<file path="config.mk">
export PLATFORM = sky130hd
export DESIGN_NAME = i2c_xfer_ctrl
export DESIGN_NICKNAME = d
export VERILOG_FILES = /design/src/logic/i2c_xfer_pkg.sv /design/src/logic/i2c_line_sync.sv /design/src/logic/i2c_xfer_ctrl.sv
export VERILOG_INCLUDE_DIRS = /design/src /design/src/logic
export SDC_FILE = /design/constraint.sdc
export NUM_CORES = 1
export LEC_CHECK = 0
export BUFFER_PORTS_ARGS = -buffer_cell sky130_fd_sc_hd__buf_2
export CAP_MARGIN = 20
export CORE_AREA = 2 2 103 105
export DETAILED_ROUTE_END_ITERATION = 8
export DIE_AREA = 0 0 105 107
export GPL_TIMING_DRIVEN = 1
export MAX_ROUTING_LAYER = met4
export PLACE_DENSITY = 0.71
export RECOVER_POWER = 50
export SYNTH_ARGS = -nofsm -noshare
export SYNTH_HDL_FRONTEND = slang
export SYNTH_SLANG_ARGS = --single-unit
</file>
<file path="constraint.sdc">
create_clock -name pclk -period 2.8 [get_ports pclk]
set_clock_uncertainty 0.2 [all_clocks]
set_input_delay 0.14 -clock pclk [delete_from_list [all_inputs] [get_ports pclk]]
set_output_delay 0.14 -clock pclk [all_outputs]
set_load 0.05 [all_outputs]
</file>
<file path="src/logic/i2c_xfer_consts.svh">
/*
  Register offsets, field positions, reset values and bus timing for the I2C transfer controller.
  Assumes pclk runs at 10 MHz; every time below is in nanoseconds.
*/
`ifndef I2C_XFER_CONSTS_SVH
`define I2C_XFER_CONSTS_SVH

`define CLK_PERIOD_NS 100
`define NS2CYC(ns) (((ns) + `CLK_PERIOD_NS - 1) / `CLK_PERIOD_NS)

`define T_HD_STA_STD_NS 4000
`define T_HD_STA_FST_NS 600
`define T_SU_STO_STD_NS 4000
`define T_SU_STO_FST_NS 600
`define T_SU_STA_STD_NS 4700
`define T_SU_STA_FST_NS 600
`define T_LOW_STD_NS 4700
`define T_LOW_FST_NS 1300
`define T_HIGH_STD_NS 4000
`define T_HIGH_FST_NS 600

`define REG_CTRL 8'h00
`define REG_STATUS 8'h04
`define REG_SHIFT 8'h08
`define REG_LOCAL_ADDR 8'h0C

`define CTRL_START_BIT 0
`define CTRL_STOP_BIT 1
`define CTRL_WREL_BIT 2
`define CTRL_ACK_BIT 3
`define CTRL_STRETCH_BIT 4
`define CTRL_FAST_BIT 5
`define CTRL_RESET 3'h0
`define LOCAL_ADDR_RESET 7'h00

`define ST_MASTER_BIT 0
`define ST_ACKD_BIT 1
`define ST_TRC_BIT 2
`define ST_EV_LSB 3
`define ST_HOLD_BIT 7
`define EV_ADDR_END 0
`define EV_ADDR_MATCH 1
`define EV_XFER_END 2
`define EV_STOP 3

`endif

</file>
<file path="src/logic/i2c_xfer_pkg.sv">
/*
  Types shared by the I2C transfer controller and its line synchroniser.
  Assumes the constants header is compiled alongside.
*/
`default_nettype none
package i2c_xfer_pkg;
  typedef enum logic [3:0] {
    M_IDLE, M_START_HOLD, M_LOW, M_HIGH_WAIT, M_HIGH, M_RS_LOW, M_RS_WAIT,
    M_RS_SETUP, M_STOP_LOW, M_STOP_WAIT, M_STOP_SETUP
  } mstate_e;

  typedef struct packed {
    logic level;
    logic rise;
    logic fall;
  } line_s;

  typedef struct packed {
    logic ack_enable;
    logic stretch_timing_select;
    logic fast_mode;
  } ctrl_s;
endpackage
`default_nettype wire

</file>
<file path="src/logic/i2c_line_sync.sv">
/*
  Two-flop synchroniser with edge detection for one bus line.
  Assumes the raw level is asynchronous to pclk; an idle bus line reads high.
*/
`default_nettype none
module i2c_line_sync
  import i2c_xfer_pkg::*;
(
  input  wire logic pclk,    // System clock.
  input  wire logic presetn, // Asynchronous reset, active low.
  input  wire logic raw,     // Line level from the pin.
  output var  line_s line    // Synchronised level and edge pulses.
);
  logic [2:0] stage;
  logic [2:0] next_stage;

  always_comb begin
    next_stage = {stage[1:0], raw};
  end

  always_ff @(posedge pclk or negedge presetn) begin
    if (!presetn) begin
      stage <= 3'h7;
    end else begin
      stage <= next_stage;
    end
  end

  // Edges compare the second and third flops so the first one feeds nothing else.
  assign line = '{level: stage[1], rise: stage[1] & ~stage[2], fall: ~stage[1] & stage[2]};
endmodule
`default_nettype wire

</file>
<file path="src/logic/i2c_xfer_ctrl.sv">
/*
  I2C byte transfer controller for master and slave roles, with an APB register slave.
  Assumes open-drain lines resolved outside from the enables, and pclk at 10 MHz.
*/
`default_nettype none
`include "i2c_xfer_consts.svh"
module i2c_xfer_ctrl
  import i2c_xfer_pkg::*;
(
  input  wire logic        pclk,                // System clock, 10 MHz.
  input  wire logic        presetn,             // Asynchronous reset, active low.
  input  wire logic        psel,                // APB select.
  input  wire logic        penable,             // APB access phase.
  input  wire logic        pwrite,              // APB write when high.
  input  wire logic [7:0]  paddr,               // APB byte address.
  input  wire logic [31:0] pwdata,              // APB write data.
  output logic      [31:0] prdata,              // APB read data.
  output logic             pready,              // APB ready.
  output logic             pslverr,             // APB error on unmapped address.
  input  wire logic        bus_clock_line_in,   // Clock line level.
  output logic             bus_clock_line_out,  // Clock line drive value, always low.
  output logic             bus_clock_line_oe,   // High while pulling the clock line low.
  input  wire logic        bus_data_line_in,    // Data line level.
  output logic             bus_data_line_out,   // Data line drive value, always low.
  output logic             bus_data_line_oe,    // High while pulling the data line low.
  output logic             bus_event_interrupt  // One-cycle pulse on any bus event.
);
  line_s       scl_l;
  line_s       sda_l;
  ctrl_s       ctrl, next_ctrl;
  mstate_e     mst, next_mst;
  logic [5:0]  tmr, next_tmr;
  logic [6:0]  local_addr, next_local_addr;
  logic [7:0]  tx, next_tx;
  logic [7:0]  rx, next_rx;
  logic [3:0]  rise_cnt, next_rise_cnt;
  logic [3:0]  ev, next_ev;
  logic [3:0]  ev_set;
  logic [31:0] next_prdata;
  logic        next_pready, next_pslverr;
  logic        master_comm_flag, next_master;
  logic        ack_detected_flag, next_ack_det;
  logic        transmit_direction_flag, next_trc;
  logic        slave_active, next_slave_active;
  logic        addr_phase, next_addr_phase;
  logic        hold, next_hold;
  logic        rw_bit, next_rw_bit;
  logic        mscl, next_mscl;
  logic        next_sda_oe, next_scl_oe;
  logic        wr, wr_ctrl, wr_status, wr_shift;
  logic        start_pulse, stop_pulse, wrel_pulse;
  logic        start_seen, stop_seen, engine_on, addr_match_now;

  i2c_line_sync u_scl_sync (
    .pclk    (pclk),
    .presetn (presetn),
    .raw     (bus_clock_line_in),
    .line    (scl_l)
  );

  i2c_line_sync u_sda_sync (
    .pclk    (pclk),
    .presetn (presetn),
    .raw     (bus_data_line_in),
    .line    (sda_l)
  );

  // Counts round up, and the timer runs one extra cycle at zero, so each time is a minimum.
  function automatic logic [5:0] cyc(input logic fast, input int std_ns, input int fst_ns);
    cyc = fast ? 6'(`NS2CYC(fst_ns)) : 6'(`NS2CYC(std_ns));
  endfunction

  assign wr          = psel & penable & pready & pwrite;
  assign wr_ctrl     = wr && (paddr == `REG_CTRL);
  assign wr_status   = wr && (paddr == `REG_STATUS);
  assign wr_shift    = wr && (paddr == `REG_SHIFT);
  assign start_pulse = wr_ctrl & pwdata[`CTRL_START_BIT];
  assign stop_pulse  = wr_ctrl & pwdata[`CTRL_STOP_BIT];
  assign wrel_pulse  = wr_ctrl & pwdata[`CTRL_WREL_BIT];
  assign start_seen  = sda_l.fall & scl_l.level;
  assign stop_seen   = sda_l.rise & scl_l.level;
  assign engine_on   = (master_comm_flag | slave_active) & ~hold & ~start_seen & ~stop_seen;
  assign addr_match_now = (rx[7:1] == local_addr);

  always_comb begin
    next_ctrl = ctrl;
    next_local_addr = local_addr;
    next_mst = mst;
    next_tmr = tmr;
    next_tx = tx;
    next_rx = rx;
    next_rise_cnt = rise_cnt;
    next_master = master_comm_flag;
    next_ack_det = ack_detected_flag;
    next_trc = transmit_direction_flag;
    next_slave_active = slave_active;
    next_addr_phase = addr_phase;
    next_hold = hold;
    next_rw_bit = rw_bit;
    next_mscl = mscl;
    next_sda_oe = bus_data_line_oe;
    next_prdata = prdata;
    next_pslverr = pslverr;
    ev_set = 4'h0;

    // Setting pready in the setup phase lets pready and read data come from flops with no wait state.
    next_pready = psel & ~penable & ~pready;
    if (psel && !penable) begin
      next_prdata = 32'h0;
      next_pslverr = 1'b0;
      unique case (paddr)
        `REG_CTRL: begin
          next_prdata[`CTRL_ACK_BIT] = ctrl.ack_enable;
          next_prdata[`CTRL_STRETCH_BIT] = ctrl.stretch_timing_select;
          next_prdata[`CTRL_FAST_BIT] = ctrl.fast_mode;
        end
        `REG_STATUS: begin
          next_prdata[`ST_MASTER_BIT] = master_comm_flag;
          next_prdata[`ST_ACKD_BIT] = ack_detected_flag;
          next_prdata[`ST_TRC_BIT] = transmit_direction_flag;
          next_prdata[`ST_EV_LSB +: 4] = ev;
          next_prdata[`ST_HOLD_BIT] = hold;
        end
        `REG_SHIFT:      next_prdata[7:0] = rx;
        `REG_LOCAL_ADDR: next_prdata[6:0] = local_addr;
        default:         next_pslverr = 1'b1;
      endcase
    end
    if (wr_ctrl) begin
      next_ctrl.ack_enable = pwdata[`CTRL_ACK_BIT];
      next_ctrl.stretch_timing_select = pwdata[`CTRL_STRETCH_BIT];
      next_ctrl.fast_mode = pwdata[`CTRL_FAST_BIT];
    end
    if (wr && (paddr == `REG_LOCAL_ADDR)) begin
      next_local_addr = pwdata[6:0];
    end

    if (stop_seen) begin
      next_master = 1'b0;
      next_slave_active = 1'b0;
      next_hold = 1'b0;
      next_trc = 1'b0;
      next_addr_phase = 1'b0;
      next_sda_oe = 1'b0;
      ev_set[`EV_STOP] = 1'b1;
    end else if (start_seen) begin
      next_rise_cnt = 4'h0;
      next_addr_phase = 1'b1;
      if (mst == M_START_HOLD) begin
        next_master = 1'b1;
        next_trc = 1'b1;
        next_hold = 1'b1;
      end else begin
        next_slave_active = 1'b1;
        next_trc = 1'b0;
      end
    end else if (hold) begin
      // A receiver held at the eighth clock follows ack_enable until released, so a late
      // clear still turns the coming acknowledge into a not-acknowledge.
      if (!transmit_direction_flag && rise_cnt == 4'h8) begin
        next_sda_oe = next_ctrl.ack_enable;
      end
      if (wr_shift) begin
        next_hold = 1'b0;
        if (transmit_direction_flag) begin
          next_tx = pwdata[7:0];
          next_sda_oe = ~pwdata[7];
          if (addr_phase) begin
            next_rw_bit = pwdata[0];
          end
        end
      end else if (wrel_pulse) begin
        next_hold = 1'b0;
        if (transmit_direction_flag && !master_comm_flag) begin
          next_trc = 1'b0;
          next_sda_oe = 1'b0;
        end
      end
    end else if (engine_on) begin
      if (scl_l.rise) begin
        next_rise_cnt = rise_cnt + 4'h1;
        if (rise_cnt < 4'h8) begin
          next_rx = {rx[6:0], sda_l.level};
        end else if (transmit_direction_flag) begin
          next_ack_det = ~sda_l.level;
        end
      end else if (scl_l.fall) begin
        if (rise_cnt >= 4'h1 && rise_cnt <= 4'h7) begin
          if (transmit_direction_flag) begin
            next_tx = {tx[6:0], 1'b1};
            next_sda_oe = ~tx[6];
          end
        end else if (rise_cnt == 4'h8) begin
          if (transmit_direction_flag) begin
            next_sda_oe = 1'b0;
          end else if (addr_phase) begin
            next_sda_oe = addr_match_now;
            next_rw_bit = rx[0];
            next_slave_active = addr_match_now;
          end else begin
            next_sda_oe = ctrl.ack_enable;
            if (!ctrl.stretch_timing_select) begin
              next_hold = 1'b1;
              ev_set[`EV_XFER_END] = 1'b1;
            end
          end
        end else if (rise_cnt == 4'h9) begin
          next_rise_cnt = 4'h0;
          if (!transmit_direction_flag) begin
            next_sda_oe = 1'b0;
          end
          if (addr_phase) begin
            next_addr_phase = 1'b0;
            next_hold = 1'b1;
            if (master_comm_flag) begin
              ev_set[`EV_ADDR_END] = 1'b1;
              next_trc = ~rw_bit;
            end else begin
              ev_set[`EV_ADDR_MATCH] = 1'b1;
              next_trc = rw_bit;
            end
          end else if (transmit_direction_flag || ctrl.stretch_timing_select) begin
            next_hold = 1'b1;
            ev_set[`EV_XFER_END] = 1'b1;
          end
        end
      end
    end

    // Master clock generator; a line that another party holds low simply waits here.
    unique case (mst)
      M_IDLE: begin
        if (start_pulse && scl_l.level && sda_l.level && !slave_active) begin
          next_sda_oe = 1'b1;
          next_tmr = cyc(ctrl.fast_mode, `T_HD_STA_STD_NS, `T_HD_STA_FST_NS);
          next_mst = M_START_HOLD;
        end
      end
      M_START_HOLD: begin
        if (tmr != 6'h00) begin
          next_tmr = tmr - 6'h01;
        end else begin
          next_mscl = 1'b1;
          next_tmr = cyc(ctrl.fast_mode, `T_LOW_STD_NS, `T_LOW_FST_NS);
          next_mst = M_LOW;
        end
      end
      M_LOW: begin
        if (hold && start_pulse) begin
          next_sda_oe = 1'b0;
          next_hold = 1'b0;
          next_tmr = cyc(ctrl.fast_mode, `T_LOW_STD_NS, `T_LOW_FST_NS);
          next_mst = M_RS_LOW;
        end else if (hold && stop_pulse) begin
          next_sda_oe = 1'b1;
          next_hold = 1'b0;
          next_tmr = cyc(ctrl.fast_mode, `T_LOW_STD_NS, `T_LOW_FST_NS);
          next_mst = M_STOP_LOW;
        end else if (!hold) begin
          if (tmr != 6'h00) begin
            next_tmr = tmr - 6'h01;
          end else begin
            next_mscl = 1'b0;
            next_mst = M_HIGH_WAIT;
          end
        end
      end
      M_HIGH_WAIT: begin
        if (scl_l.level) begin
          next_tmr = cyc(ctrl.fast_mode, `T_HIGH_STD_NS, `T_HIGH_FST_NS);
          next_mst = M_HIGH;
        end
      end
      M_HIGH: begin
        if (tmr != 6'h00) begin
          next_tmr = tmr - 6'h01;
        end else begin
          next_mscl = 1'b1;
          next_tmr = cyc(ctrl.fast_mode, `T_LOW_STD_NS, `T_LOW_FST_NS);
          next_mst = M_LOW;
        end
      end
      // Data is released (restart) or pulled low (stop) a full low time before the clock so no false stop or start appears.
      M_RS_LOW, M_STOP_LOW: begin
        if (tmr != 6'h00) begin
          next_tmr = tmr - 6'h01;
        end else begin
          next_mscl = 1'b0;
          next_mst = (mst == M_RS_LOW) ? M_RS_WAIT : M_STOP_WAIT;
        end
      end
      M_RS_WAIT: begin
        if (scl_l.level) begin
          next_tmr = cyc(ctrl.fast_mode, `T_SU_STA_STD_NS, `T_SU_STA_FST_NS);
          next_mst = M_RS_SETUP;
        end
      end
      M_RS_SETUP: begin
        if (tmr != 6'h00) begin
          next_tmr = tmr - 6'h01;
        end else begin
          next_sda_oe = 1'b1;
          next_tmr = cyc(ctrl.fast_mode, `T_HD_STA_STD_NS, `T_HD_STA_FST_NS);
          next_mst = M_START_HOLD;
        end
      end
      M_STOP_WAIT: begin
        if (scl_l.level) begin
          next_tmr = cyc(ctrl.fast_mode, `T_SU_STO_STD_NS, `T_SU_STO_FST_NS);
          next_mst = M_STOP_SETUP;
        end
      end
      M_STOP_SETUP: begin
        if (tmr != 6'h00) begin
          next_tmr = tmr - 6'h01;
        end else begin
          next_sda_oe = 1'b0;
          next_mst = M_IDLE;
        end
      end
    endcase

    // A hardware set wins over a software clear in the same cycle.
    next_ev = (ev & ~(wr_status ? pwdata[`ST_EV_LSB +: 4] : 4'h0)) | ev_set;
    next_scl_oe = next_mscl | (next_slave_active & next_hold);
  end

  always_ff @(posedge pclk or negedge presetn) begin
    if (!presetn) begin
      ctrl <= `CTRL_RESET;
      local_addr <= `LOCAL_ADDR_RESET;
      mst <= M_IDLE;
      tmr <= 6'h00;
      tx <= 8'hFF;
      rx <= 8'h00;
      rise_cnt <= 4'h0;
      ev <= 4'h0;
      master_comm_flag <= 1'b0;
      ack_detected_flag <= 1'b0;
      transmit_direction_flag <= 1'b0;
      slave_active <= 1'b0;
      addr_phase <= 1'b0;
      hold <= 1'b0;
      rw_bit <= 1'b0;
      mscl <= 1'b0;
      prdata <= 32'h0;
      pready <= 1'b0;
      pslverr <= 1'b0;
      bus_clock_line_out <= 1'b0;
      bus_clock_line_oe <= 1'b0;
      bus_data_line_out <= 1'b0;
      bus_data_line_oe <= 1'b0;
      bus_event_interrupt <= 1'b0;
    end else begin
      ctrl <= next_ctrl;
      local_addr <= next_local_addr;
      mst <= next_mst;
      tmr <= next_tmr;
      tx <= next_tx;
      rx <= next_rx;
      rise_cnt <= next_rise_cnt;
      ev <= next_ev;
      master_comm_flag <= next_master;
      ack_detected_flag <= next_ack_det;
      transmit_direction_flag <= next_trc;
      slave_active <= next_slave_active;
      addr_phase <= next_addr_phase;
      hold <= next_hold;
      rw_bit <= next_rw_bit;
      mscl <= next_mscl;
      prdata <= next_prdata;
      pready <= next_pready;
      pslverr <= next_pslverr;
      bus_clock_line_out <= 1'b0;
      bus_clock_line_oe <= next_scl_oe;
      bus_data_line_out <= 1'b0;
      bus_data_line_oe <= next_sda_oe;
      bus_event_interrupt <= |ev_set;
    end
  end

  logic fall8, fall9, rise9;
  assign fall8 = engine_on & scl_l.fall & (rise_cnt == 4'h8);
  assign fall9 = engine_on & scl_l.fall & (rise_cnt == 4'h9);
  assign rise9 = engine_on & scl_l.rise & (rise_cnt == 4'h8);
endmodule
`default_nettype wire

</file>
==> results of run 1 <==
[per-stage QoR]
step / utilization, % / instance area [um2] / setup slack (ps) / std cells / hold slack [ps]
floorplan: - / 4550 / 393 / 516 / -356
global placement: 46.9 / 4730 / 296 / 653 / -9.28
detailed placement: 46.9 / 4730 / 224 / 653 / -8.81
CTS: 49.9 / 5040 / 202 / 680 / 21.9
global route: 49.8 / 5030 / 44.7 / 680 / 60.6
finish: 49.8 / 5030 / 307 / 680 / 26.5
[power breakdown]
part / leakage (nW) / internal, mW / total (mW) / switching [mW]
combinational: 1.28 / 0.745 / 1.77 / 1.02
sequential: 0.872 / 1.18 / 1.36 / 0.184
clock: 0.0996 / 0.414 / 0.823 / 0.408
[cells by family (layout without fill, tap and decap cells)]
group / Yosys count / in the layout
AND/OR/NAND/NOR: 172 / 172
AO/OA/AOI/OAI: 127 / 127
flip-flops: 70 / 70
buffers and inverters: 68 / 96
multiplexers: 33 / 33
XOR/XNOR: 11 / 11
adder cells (fa/ha/maj): 9 / 9
other: 1 / 26
[routing by layer]
layer / share of wire (%) / routed length, um / track usage, % / vias to the layer above
met3: 5.9 / 637 / 4.19 / 16
met2: 47 / 5070 / 31.7 / 151
met1: 46 / 5010 / 27.7 / 1847
li1: - / - / - / 1827
met4: 1.1 / 114 / 5.14 / 0
met5: 0 / 0 / - / -
[layout by cell type (no fill, tap or decap), types with 4 or more instances in the layout]
cell type      count
nor4_1             6
dlygate4sd3_1     11
buf_2             35
nand3b_1           5
inv_1             16
conb_1            26
nor2b_1           12
a31oi_1            5
clkbuf_8           9
o211ai_1           5
o21ai_0           37
and3_1             5
xnor2_1            7
a22oi_1            7
dfrtp_1           57
nand3_1           10
mux2i_1           13
buf_4             16
xor2_1             4
nor2_1            37
nand4_1            6
nor3_1             8
nand2_1           53
o31ai_1            4
mux2_2            19
nand2b_1           7
a21oi_1           27
ha_1               9
dfstp_2           11
o21a_1             5
[repair_timing]
item,in CTS,in global routing
setup buffers,0,0
resized for setup,0,1
hold buffers,11,0
hold endpoints to repair,94,0
setup endpoints to repair,0,1
[registers in the layout, indices dropped and copies added, names as in the netlist, 3 cells and up]
name              cells
ctrl                  3
ev                    4
local_addr            7
mst                   4
prdata                8
rise_cnt              4
rx                    8
tmr                   6
tx                    7
u_scl_sync.stage      3
u_sda_sync.stage      3
[final cells by class]
class / count / area (um2)
Clock buffer: 9 / 124
Clock inverter: 7 / 73.8
Fill cell: 969 / 5060
Inverter: 17 / 63.8
Multi-Input combinational cell: 378 / 2420
Sequential cell: 70 / 1770
Tap cell: 136 / 170
Timing Repair Buffer: 63 / 410
[worst max-delay path, cell delays in order, from the launching register on]
cell and delay (ps):
dfrtp_1 430, buf_4 190, nor4b_1 540, a21oi_1 180
o221a_4 340, o211ai_4 140, mux2_4 330, o311ai_1 70
[worst paths after layout]
| path | depth (start not counted) | end |
|---|---|---|
| min | 4 | prdata[7]$_DFFE_PN0P_ |
| max reg2reg | 7 | mst[1]$_DFFE_PN0P_ |
| min reg2reg | 0 | u_sda_sync.stage[1]$_DFF_PN1_ |
| min in group asynchronous | 3 | tmr[0]$_DFFE_PN0P_ |
| max | 7 | mst[1]$_DFFE_PN0P_ |
| max in group asynchronous | 3 | rise_cnt[1]$_DFFE_PN0P_ |
==> reports/qor.yml, run 1 <==
status: "finished with violations"
violations: "max-capacitance violations, max-slew violations"
reg2reg_slack_ps: 310
die_y_um: 107
slew_headroom_pct: -15.2
yosysMostFrequentCell: "dfrtp_1"
slew_viol_final: 71
setup_tns_ps: 0
diodes: 0
first_pass_iters: 5
synth_area_leaders: "dfrtp_1 32%, dfstp_2 7.7%, mux2_2 4.8%"
synthXorXnorAreaFrac_pct: 2.16
root_buffer: "clkbuf_8"
start_util_pct: 44.1
critPathRequiredTime_ps: 2860
critPathLaunchType: "register"
cts_tree: "yes"
pwr_density_cell_nw_per_um2: 785
dieArea_um2: 11200
hold_violations: 0
totalWireLength_um: 10800
yosys-top-cells-count: "57 x dfrtp_1, 53 x nand2_1, 37 x nor2_1, 37 x o21ai_0"
synth-simple-area-share_pct: 20.0
path_class: "reg -> reg"
antenna_found_initial: 0
grt_start_max_net_pins: 71
synth.distinct_cells: 69
synth_top_area_share_pct: 32.0
setup_viol: 0
synth_seq_area_share_pct: 39.7
critPathMaxFanout: 12
synth_top_family_by_area: "simple AND/OR/NAND/NOR gates"
clkSinkCount: 70
synth-compound-area-share_pct: 19.2
core_um2: 10100
clk_path_buf_depth: 2
drv_cap: 1
syn2layout_area_growth_pct: 13.0
synth-seq-cells: 70
drc: 0
track_usage_pct: 20.5
via_per_inst: 5.65
hpwl_um: 7910
rows: 37
h-tree-depth: 3
io_buffers: 35
p_leak_nw: 2.25
vdd_drop_max_mv: 0.304
synth_top_cell_by_area: "dfrtp_1"
worst_pin_slew_ps: 1730
period_needed_ps: 2490
yosysWarnings: 0
io_pins: 86
crit_path_start: "mst[2]$_DFFE_PN0P_"
fmax_mhz: 401
yosys.area_share.adder_pct: 2.53
overflow: 0
avgSynthCellArea_um2: 9.07
finalPower_mw: 3.95
netlist_area_um2: 4450
worst_skew_pair.late_latency_ps: 350
synthMuxAreaShare_pct: 8.07
ys.flop_type: "dfrtp_1"
syn-instance-count: 491
numCtsBuffers: 9
hold_start: "psel"
drt-initial-drc-count: 274
rsz0062_at_grt: "no"
path_clk_slew_ps: 90
avgRoutedWirePerCell_um: 15.9
endpoint_kind: "register"
finalWeightedCongestion: 0.902
antenna_left: 0
reg2reg_from: "mst[2]$_DFFE_PN0P_"
fin_nets: 595
dr_total_vias: 3841
grt_pass1_vias: 3602
drive_above_1_share_pct: 20.0
synth-edff-count: 0
grt_pass1_wl_um: 17900
hold_class: "in -> reg"
fin_crit_sh_pct: 89.0
die_w_um: 105
arrival_ps: 2550
async_reset_ff_share_pct: 100
(Power assumes the default switching activity.)
==> run 2, diff against run 1 <==
--- a/config.mk
+++ b/config.mk
@@ -6,14 +6,15 @@
 export SDC_FILE = /design/constraint.sdc
 export NUM_CORES = 1
 export LEC_CHECK = 0
+export ABC_AREA = 1
 export BUFFER_PORTS_ARGS = -buffer_cell sky130_fd_sc_hd__buf_2
 export CAP_MARGIN = 20
-export CORE_AREA = 2 2 103 105
+export CORE_AREA = 2 2 104 106
 export DETAILED_ROUTE_END_ITERATION = 8
-export DIE_AREA = 0 0 105 107
+export DIE_AREA = 0 0 106 108
 export GPL_TIMING_DRIVEN = 1
 export MAX_ROUTING_LAYER = met4
-export PLACE_DENSITY = 0.71
+export PLACE_DENSITY = 0.7
 export RECOVER_POWER = 50
 export SYNTH_ARGS = -nofsm -noshare
 export SYNTH_HDL_FRONTEND = slang
==> run 2 against run 1 <==
Net effect: the run still ends with max-capacitance violations, max-slew violations left; first-iteration DRC count up 62%; wire length is 4.6% higher; synthesized area is 1.1% higher; clock power increased by 14%; register-to-register slack improved by 140 ps; flip-flop and latch count did not move; maximum frequency rose by 5.9%; setup slack better by 140 ps; power grew 6.4%.
==> reports/qor.yml, run 2 <==
die_y_um: 108
grt_start_max_net_pins: 71
diodes: 0
fin_worst_hold_slack_ps: 6.46
yosys-top-cells-count: "163 x nand2_1, 88 x inv_1, 63 x nor2_1"
grt_pass1_vias: 4066
hpwl_um: 8300
hold_start: "paddr[2]"
post_cts_buffers: 0
antenna_left: 0
drv_cap: 1
status: "finished with violations"
slew_headroom_pct: -16.3
start_util_pct: 44.0
die_w_um: 106
pwr_density_cell_nw_per_um2: 834
comb_power_share_pct: 43.1
yosysWarnings: 0
synth_area_leaders: "dfrtp_1 32%, nand2_1 14%, dfstp_2 7.6%"
largestRegisters: "prdata (8), rx (8)"
clk_path_buf_depth: 2
utilization_pct: 49.2
syn-instance-count: 628
root_buffer: "clkbuf_8"
totalWireLength_um: 11300
first_pass_iters: 6
track_usage_pct: 21.9
async_reset_ff_share_pct: 100
worst_pin_slew_ps: 1750
dp_cells: 791
mostFrequentLayoutCells: "164 x nand2_1, 88 x inv_1, 64 x nor2_1"
synth_top_area_share_pct: 31.7
h-tree-depth: 3
finalWeightedCongestion: 0.938
clkSinkCount: 70
antenna_found_initial: 0
p_clk_share_pct: 22.3
switching_share_pct: 44.4
critPathMaxFanout: 12
numCtsBuffers: 9
p_leak_nw: 2.54
core_um2: 10200
synth-seq-cells: 70
fin_crit_sh_pct: 84.1
synth_top_cell_by_area: "dfrtp_1"
via_per_inst: 5.11
p_int_mw: 2.34
drc: 0
p_seq_share_pct: 34.6
final_cells: 819
critPathRequiredTime_ps: 2860
drt-initial-drc-count: 444
power_switching_mw: 1.86
avgSynthCellArea_um2: 7.17
slew_viol_final: 71
setup_tns_ps: 0
worst_skew_pair.late_latency_ps: 370
mostFrequentLayoutCell: "nand2_1"
setup_viol: 0
rsz0062_at_grt: "no"
overflow: 0
grt_pass1_wl_um: 19300
ys.flop_type: "dfrtp_1"
netlist_area_um2: 4500
avgRoutedWirePerCell_um: 13.8
fmax_mhz: 425
path_clk_slew_ps: 90
dieArea_um2: 11400
hold_class: "in -> reg"
yosysMostFrequentCell: "nand2_1"
violations: "max-capacitance violations, max-slew violations"
synth_seq_area_share_pct: 39.3
synth.distinct_cells: 40
crit_path_start: "tmr[1]$_DFFE_PN0P_"
io_pins: 86
rows: 37
fin_nets: 734
endpoint_kind: "register"
path_class: "reg -> reg"
critPathLaunchType: "register"
synth-edff-count: 0
io_buffers: 35
syn2layout_area_growth_pct: 11.9
dr_total_vias: 4189
vdd_drop_max_mv: 0.290
arrival_ps: 2420
cts_tree: "yes"
period_needed_ps: 2360
hold_violations: 0
drive_above_1_share_pct: 10.8
reg2reg_from: "tmr[1]$_DFFE_PN0P_"
[run 2: power groups by stage]
stage / combinational (mW) / sequential [mW] / clock (mW)
after CTS: 1.81 / 1.45 / 0.947
after global routing: 2.10 / 1.48 / 0.993
after global placement: 1.75 / 1.46 / 0
after detailed placement: 1.78 / 1.47 / 0
after floorplan: 1.38 / 1.47 / 0
final: 1.81 / 1.45 / 0.936
[run 2: worst max-delay path, cell delays in order, from the launching register on]
cell     delay (ps)
dfrtp_1         400
inv_1            90
ha_1            190
nand3_1         110
nor2_1          140
nand2_1         290
inv_1           260
nand2_1         120
nand3_1         100
o21ai_0          80
nor2_1          100
nand3_1          90
nand2_1          60
nand2_1          40
[run 2: stage by stage]
stage               setup slack, ps  instance area, um2  power, mW
floorplan                       732                4600       2.85
global placement                495                4720       3.21
detailed placement              464                4720       3.25
CTS                             446                5060       4.20
global route                    178                5040       4.57
finish                          445                5040       4.20
[run 2: kinds of logic (layout without fill, tap and decap cells)]
group | count (synthesis) | in the layout | synth area share [%]
buffers and inverters | 129 | 159 | 13.3
AOI/OAI and AO/OA | 108 | 108 | 13.8
and+or+nand+nor | 305 | 305 | 29.8
muxes | 1 | 1 | 0.222
other | 1 | 26 | 0.0833
adders and majority gates | 9 | 9 | 2.50
DFF | 70 | 70 | 39.3
xor gates and xnor gates | 5 | 5 | 0.973
[run 2: what timing repair did]
action,CTS,global route
gates resized for setup,0,0
hold endpoints to repair,85,0
hold buffers,12,0
[run 2: path summary, 6_finish.rpt]
check | cells after the start | end | slack, ps
max in group asynchronous | 3 | mst[2]$_DFFE_PN0P_ | 720
worst min-delay path | 5 | prdata[6]$_DFFE_PN0P_ | 6
min in group asynchronous | 3 | rx[6]$_DFFE_PN0P_ | 650
worst max-delay path | 13 | tmr[5]$_DFFE_PN0P_ | 440
worst max register to register | 13 | tmr[5]$_DFFE_PN0P_ | 440
worst min register to register | 0 | u_scl_sync.stage[1]$_DFF_PN1_ | 160
[run 2: area by class of cell]
cell class / count / area [um2]
timing repair buffer: 53 / 322
tap: 136 / 170
multi-input combinational: 454 / 2220
fill: 1020 / 5190
inverter: 90 / 338
clock inverter: 7 / 97.6
sequential: 70 / 1770
clock buffer: 9 / 124
[run 2: layer usage]
metal	wire [um]	vias to the layer above	part of all wire [%]	track usage (%)
met3	659	24	5.8	3.25
met5	0	-	0	-
li1	-	2083	-	-
met2	5180	154	46	33.8
met4	278	0	2.5	9.49
met1	5200	1928	46	28.9
==> run 3, diff against run 2 <==
--- a/config.mk
+++ b/config.mk
@@ -6,15 +6,15 @@
 export SDC_FILE = /design/constraint.sdc
 export NUM_CORES = 1
 export LEC_CHECK = 0
-export ABC_AREA = 1
+export ABC_AREA = 0
 export BUFFER_PORTS_ARGS = -buffer_cell sky130_fd_sc_hd__buf_2
 export CAP_MARGIN = 20
-export CORE_AREA = 2 2 104 106
+export CORE_AREA = 2 2 103 105
 export DETAILED_ROUTE_END_ITERATION = 8
-export DIE_AREA = 0 0 106 108
+export DIE_AREA = 0 0 105 107
 export GPL_TIMING_DRIVEN = 1
 export MAX_ROUTING_LAYER = met4
-export PLACE_DENSITY = 0.7
+export PLACE_DENSITY = 0.71
 export RECOVER_POWER = 50
 export SYNTH_ARGS = -nofsm -noshare
 export SYNTH_HDL_FRONTEND = slang
==> constraint.sdc (replaced) <==
create_clock -name pclk -period 2.3 [get_ports pclk]
set_clock_uncertainty 0.2 [all_clocks]
set_input_delay 0.115 -clock pclk [delete_from_list [all_inputs] [get_ports pclk]]
set_output_delay 0.115 -clock pclk [all_outputs]
set_load 0.05 [all_outputs]
==> run 3 against run 2 <==
Net effect: via count fell by 4.5%; combinational power rose by 51%; largest cell class unchanged; sequential power rose by 11%; register-to-register slack got worse by 410 ps; the flow now finishes without violations; largest power group unchanged; critical path depth fell by 3.
==> reports/qor.yml, run 3 (synthesis results as in run 1) <==
fin_nets: 633
io_buffers: 35
largestRegisters: "prdata (8), rx (8)"
fmax_mhz: 441
die_w_um: 105
core_um2: 10100
syn2layout_area_growth_pct: 23.5
dr_total_vias: 4001
drc: 0
drt-initial-drc-count: 175
avgRoutedWirePerCell_um: 16.4
slew_headroom_pct: 0.926
die_y_um: 107
via_per_inst: 5.57
power_switching_mw: 2.21
drive_above_1_share_pct: 27.5
p_seq_share_pct: 29.2
crit_family: "simple AND/OR/NAND/NOR gates"
diodes: 0
path_clk_slew_ps: 90
arrival_ps: 2300
finalWeightedCongestion: 0.929
antenna_found_initial: 0
cp_cell_sequence: "inv_2 -> ha_4 -> nor4b_4 -> nor2b_4 -> inv_2 -> buf_4 -> nand3_1 -> o211ai_4 -> buf_4 -> o41ai_1"
critPathMaxFanout: 8
switching_share_pct: 40.1
root_buffer: "clkbuf_8"
critPathMaxStageDelay_ps: 400
multi_input_area_um2: 2540
status: "finished clean"
crit_slowest_cell: "dfrtp_1"
first_pass_iters: 5
vdd_drop_max_mv: 0.384
worst_skew_pair.late_latency_ps: 350
antenna_left: 0
clk_path_buf_depth: 2
cts_tree: "yes"
overflow: 0
final_cells: 718
track_usage_pct: 21.4
critPathLaunchType: "register"
mostFrequentLayoutCells: "57 x dfrtp_1, 53 x nand2_1, 49 x buf_4"
fin_crit_sh_pct: 98.7
numCtsBuffers: 9
start_util_pct: 44.1
comb_power_share_pct: 49.8
hold_class: "in -> reg"
fillers: 907
dp_cells: 678
h-tree-depth: 3
pre_cts_slack_ps: -10.7
endpoint_kind: "register"
p_int_mw: 3.30
worst_pin_slew_ps: 1490
worst_slack_ps: 30.5
pwr_density_cell_nw_per_um2: 1000
p_leak_nw: 2.45
period_needed_ps: 2270
clkSinkCount: 70
grt_pass1_vias: 3833
critPathRequiredTime_ps: 2330
hold_violations: 0
totalWireLength_um: 11800
critPathBufInv: 4
drv_cap: 0
slew_viol_final: 0
io_pins: 86
p_clk_share_pct: 21.1
grt_pass1_wl_um: 18700
grt_start_max_net_pins: 47
hpwl_um: 8320
setup_viol: 0
seq_area_um2: 1770
rsz0062_at_grt: "yes"
mostFrequentLayoutCell: "dfrtp_1"
path_class: "reg -> reg"
dieArea_um2: 11200
rows: 37
run 3: layout make-up:
type / count / share of cell area (%)
multi-input combinational: 378 / 46.2
sequential: 70 / 32.2
timing repair buffer: 101 / 13.2
tap: 136 / 3.09
clock buffer: 9 / 2.25
clock inverter: 7 / 1.87
inverter: 17 / 1.23
run 3: what timing repair did:
item                       4_1_cts  5_1_grt
pin swaps                        0        8
gates resized for setup          3       33
hold buffers                    12        0
setup buffers                    0       12
hold endpoints to repair        49        0
setup endpoints to repair        3       14
run 3: tightest hold or removal path: stages:
cell and delay, ps:
buf_2 80, nor4_2 40, and2_1 180, nand3_1 70
nand2_1 40
run 3: per-layer routing:
metal	GRT usage [%]	routed length [um]	part of all wire, %
met1	27.2	5240	45
met2	34.0	5540	47
met3	4.38	701	6.0
met4	7.81	284	2.4
met5	-	0	0
run 3: path summary, 6_finish.rpt:
path | from | endpoint | cells after the start | slack [ps]
worst max register to register | tmr[0]$_DFFE_PN0P_ | mst[2]$_DFFE_PN0P_ | 10 | 30
min in group asynchronous | presetn | tmr[0]$_DFFE_PN0P_ | 2 | 460
worst min-delay path | paddr[4] | prdata[7]$_DFFE_PN0P_ | 5 | 7
max in group asynchronous | presetn | tx[1]$_DFFE_PN1P_ | 3 | 320
worst max-delay path | tmr[0]$_DFFE_PN0P_ | mst[2]$_DFFE_PN0P_ | 10 | 30
worst min register to register | u_scl_sync.stage[0]$_DFF_PN1_ | u_scl_sync.stage[1]$_DFF_PN1_ | 0 | 160
run 3: stage by stage:
| step | hold WS [ps] | power, mW | setup TNS (ps) | util [%] | cell area, um2 |
|---|---|---|---|---|---|
| 6_report | 7.33 | 5.50 | 0 | 54.5 | 5500 |
| 5_1_grt | 24.1 | 5.82 | -160 | 54.5 | 5500 |
| 4_1_cts | 3.68 | 5.24 | 0 | 52.6 | 5310 |
| 3_5_place_dp | -23.9 | 4.05 | -10.7 | 49.0 | 4950 |
| 3_3_place_gp | -27.6 | 4.00 | 0 | 49.0 | 4950 |
| 2_1_floorplan | -381 | 3.31 | 0 | - | 4550 |
run 3: power by group through the flow:
stage               combinational, mW  clock, mW  sequential, mW
floorplan                        1.65          0            1.66
global placement                 2.40          0            1.59
detailed placement               2.44          0            1.61
CTS                              2.47       1.18            1.59
global route                     2.96       1.23            1.63
finish                           2.74       1.16            1.61
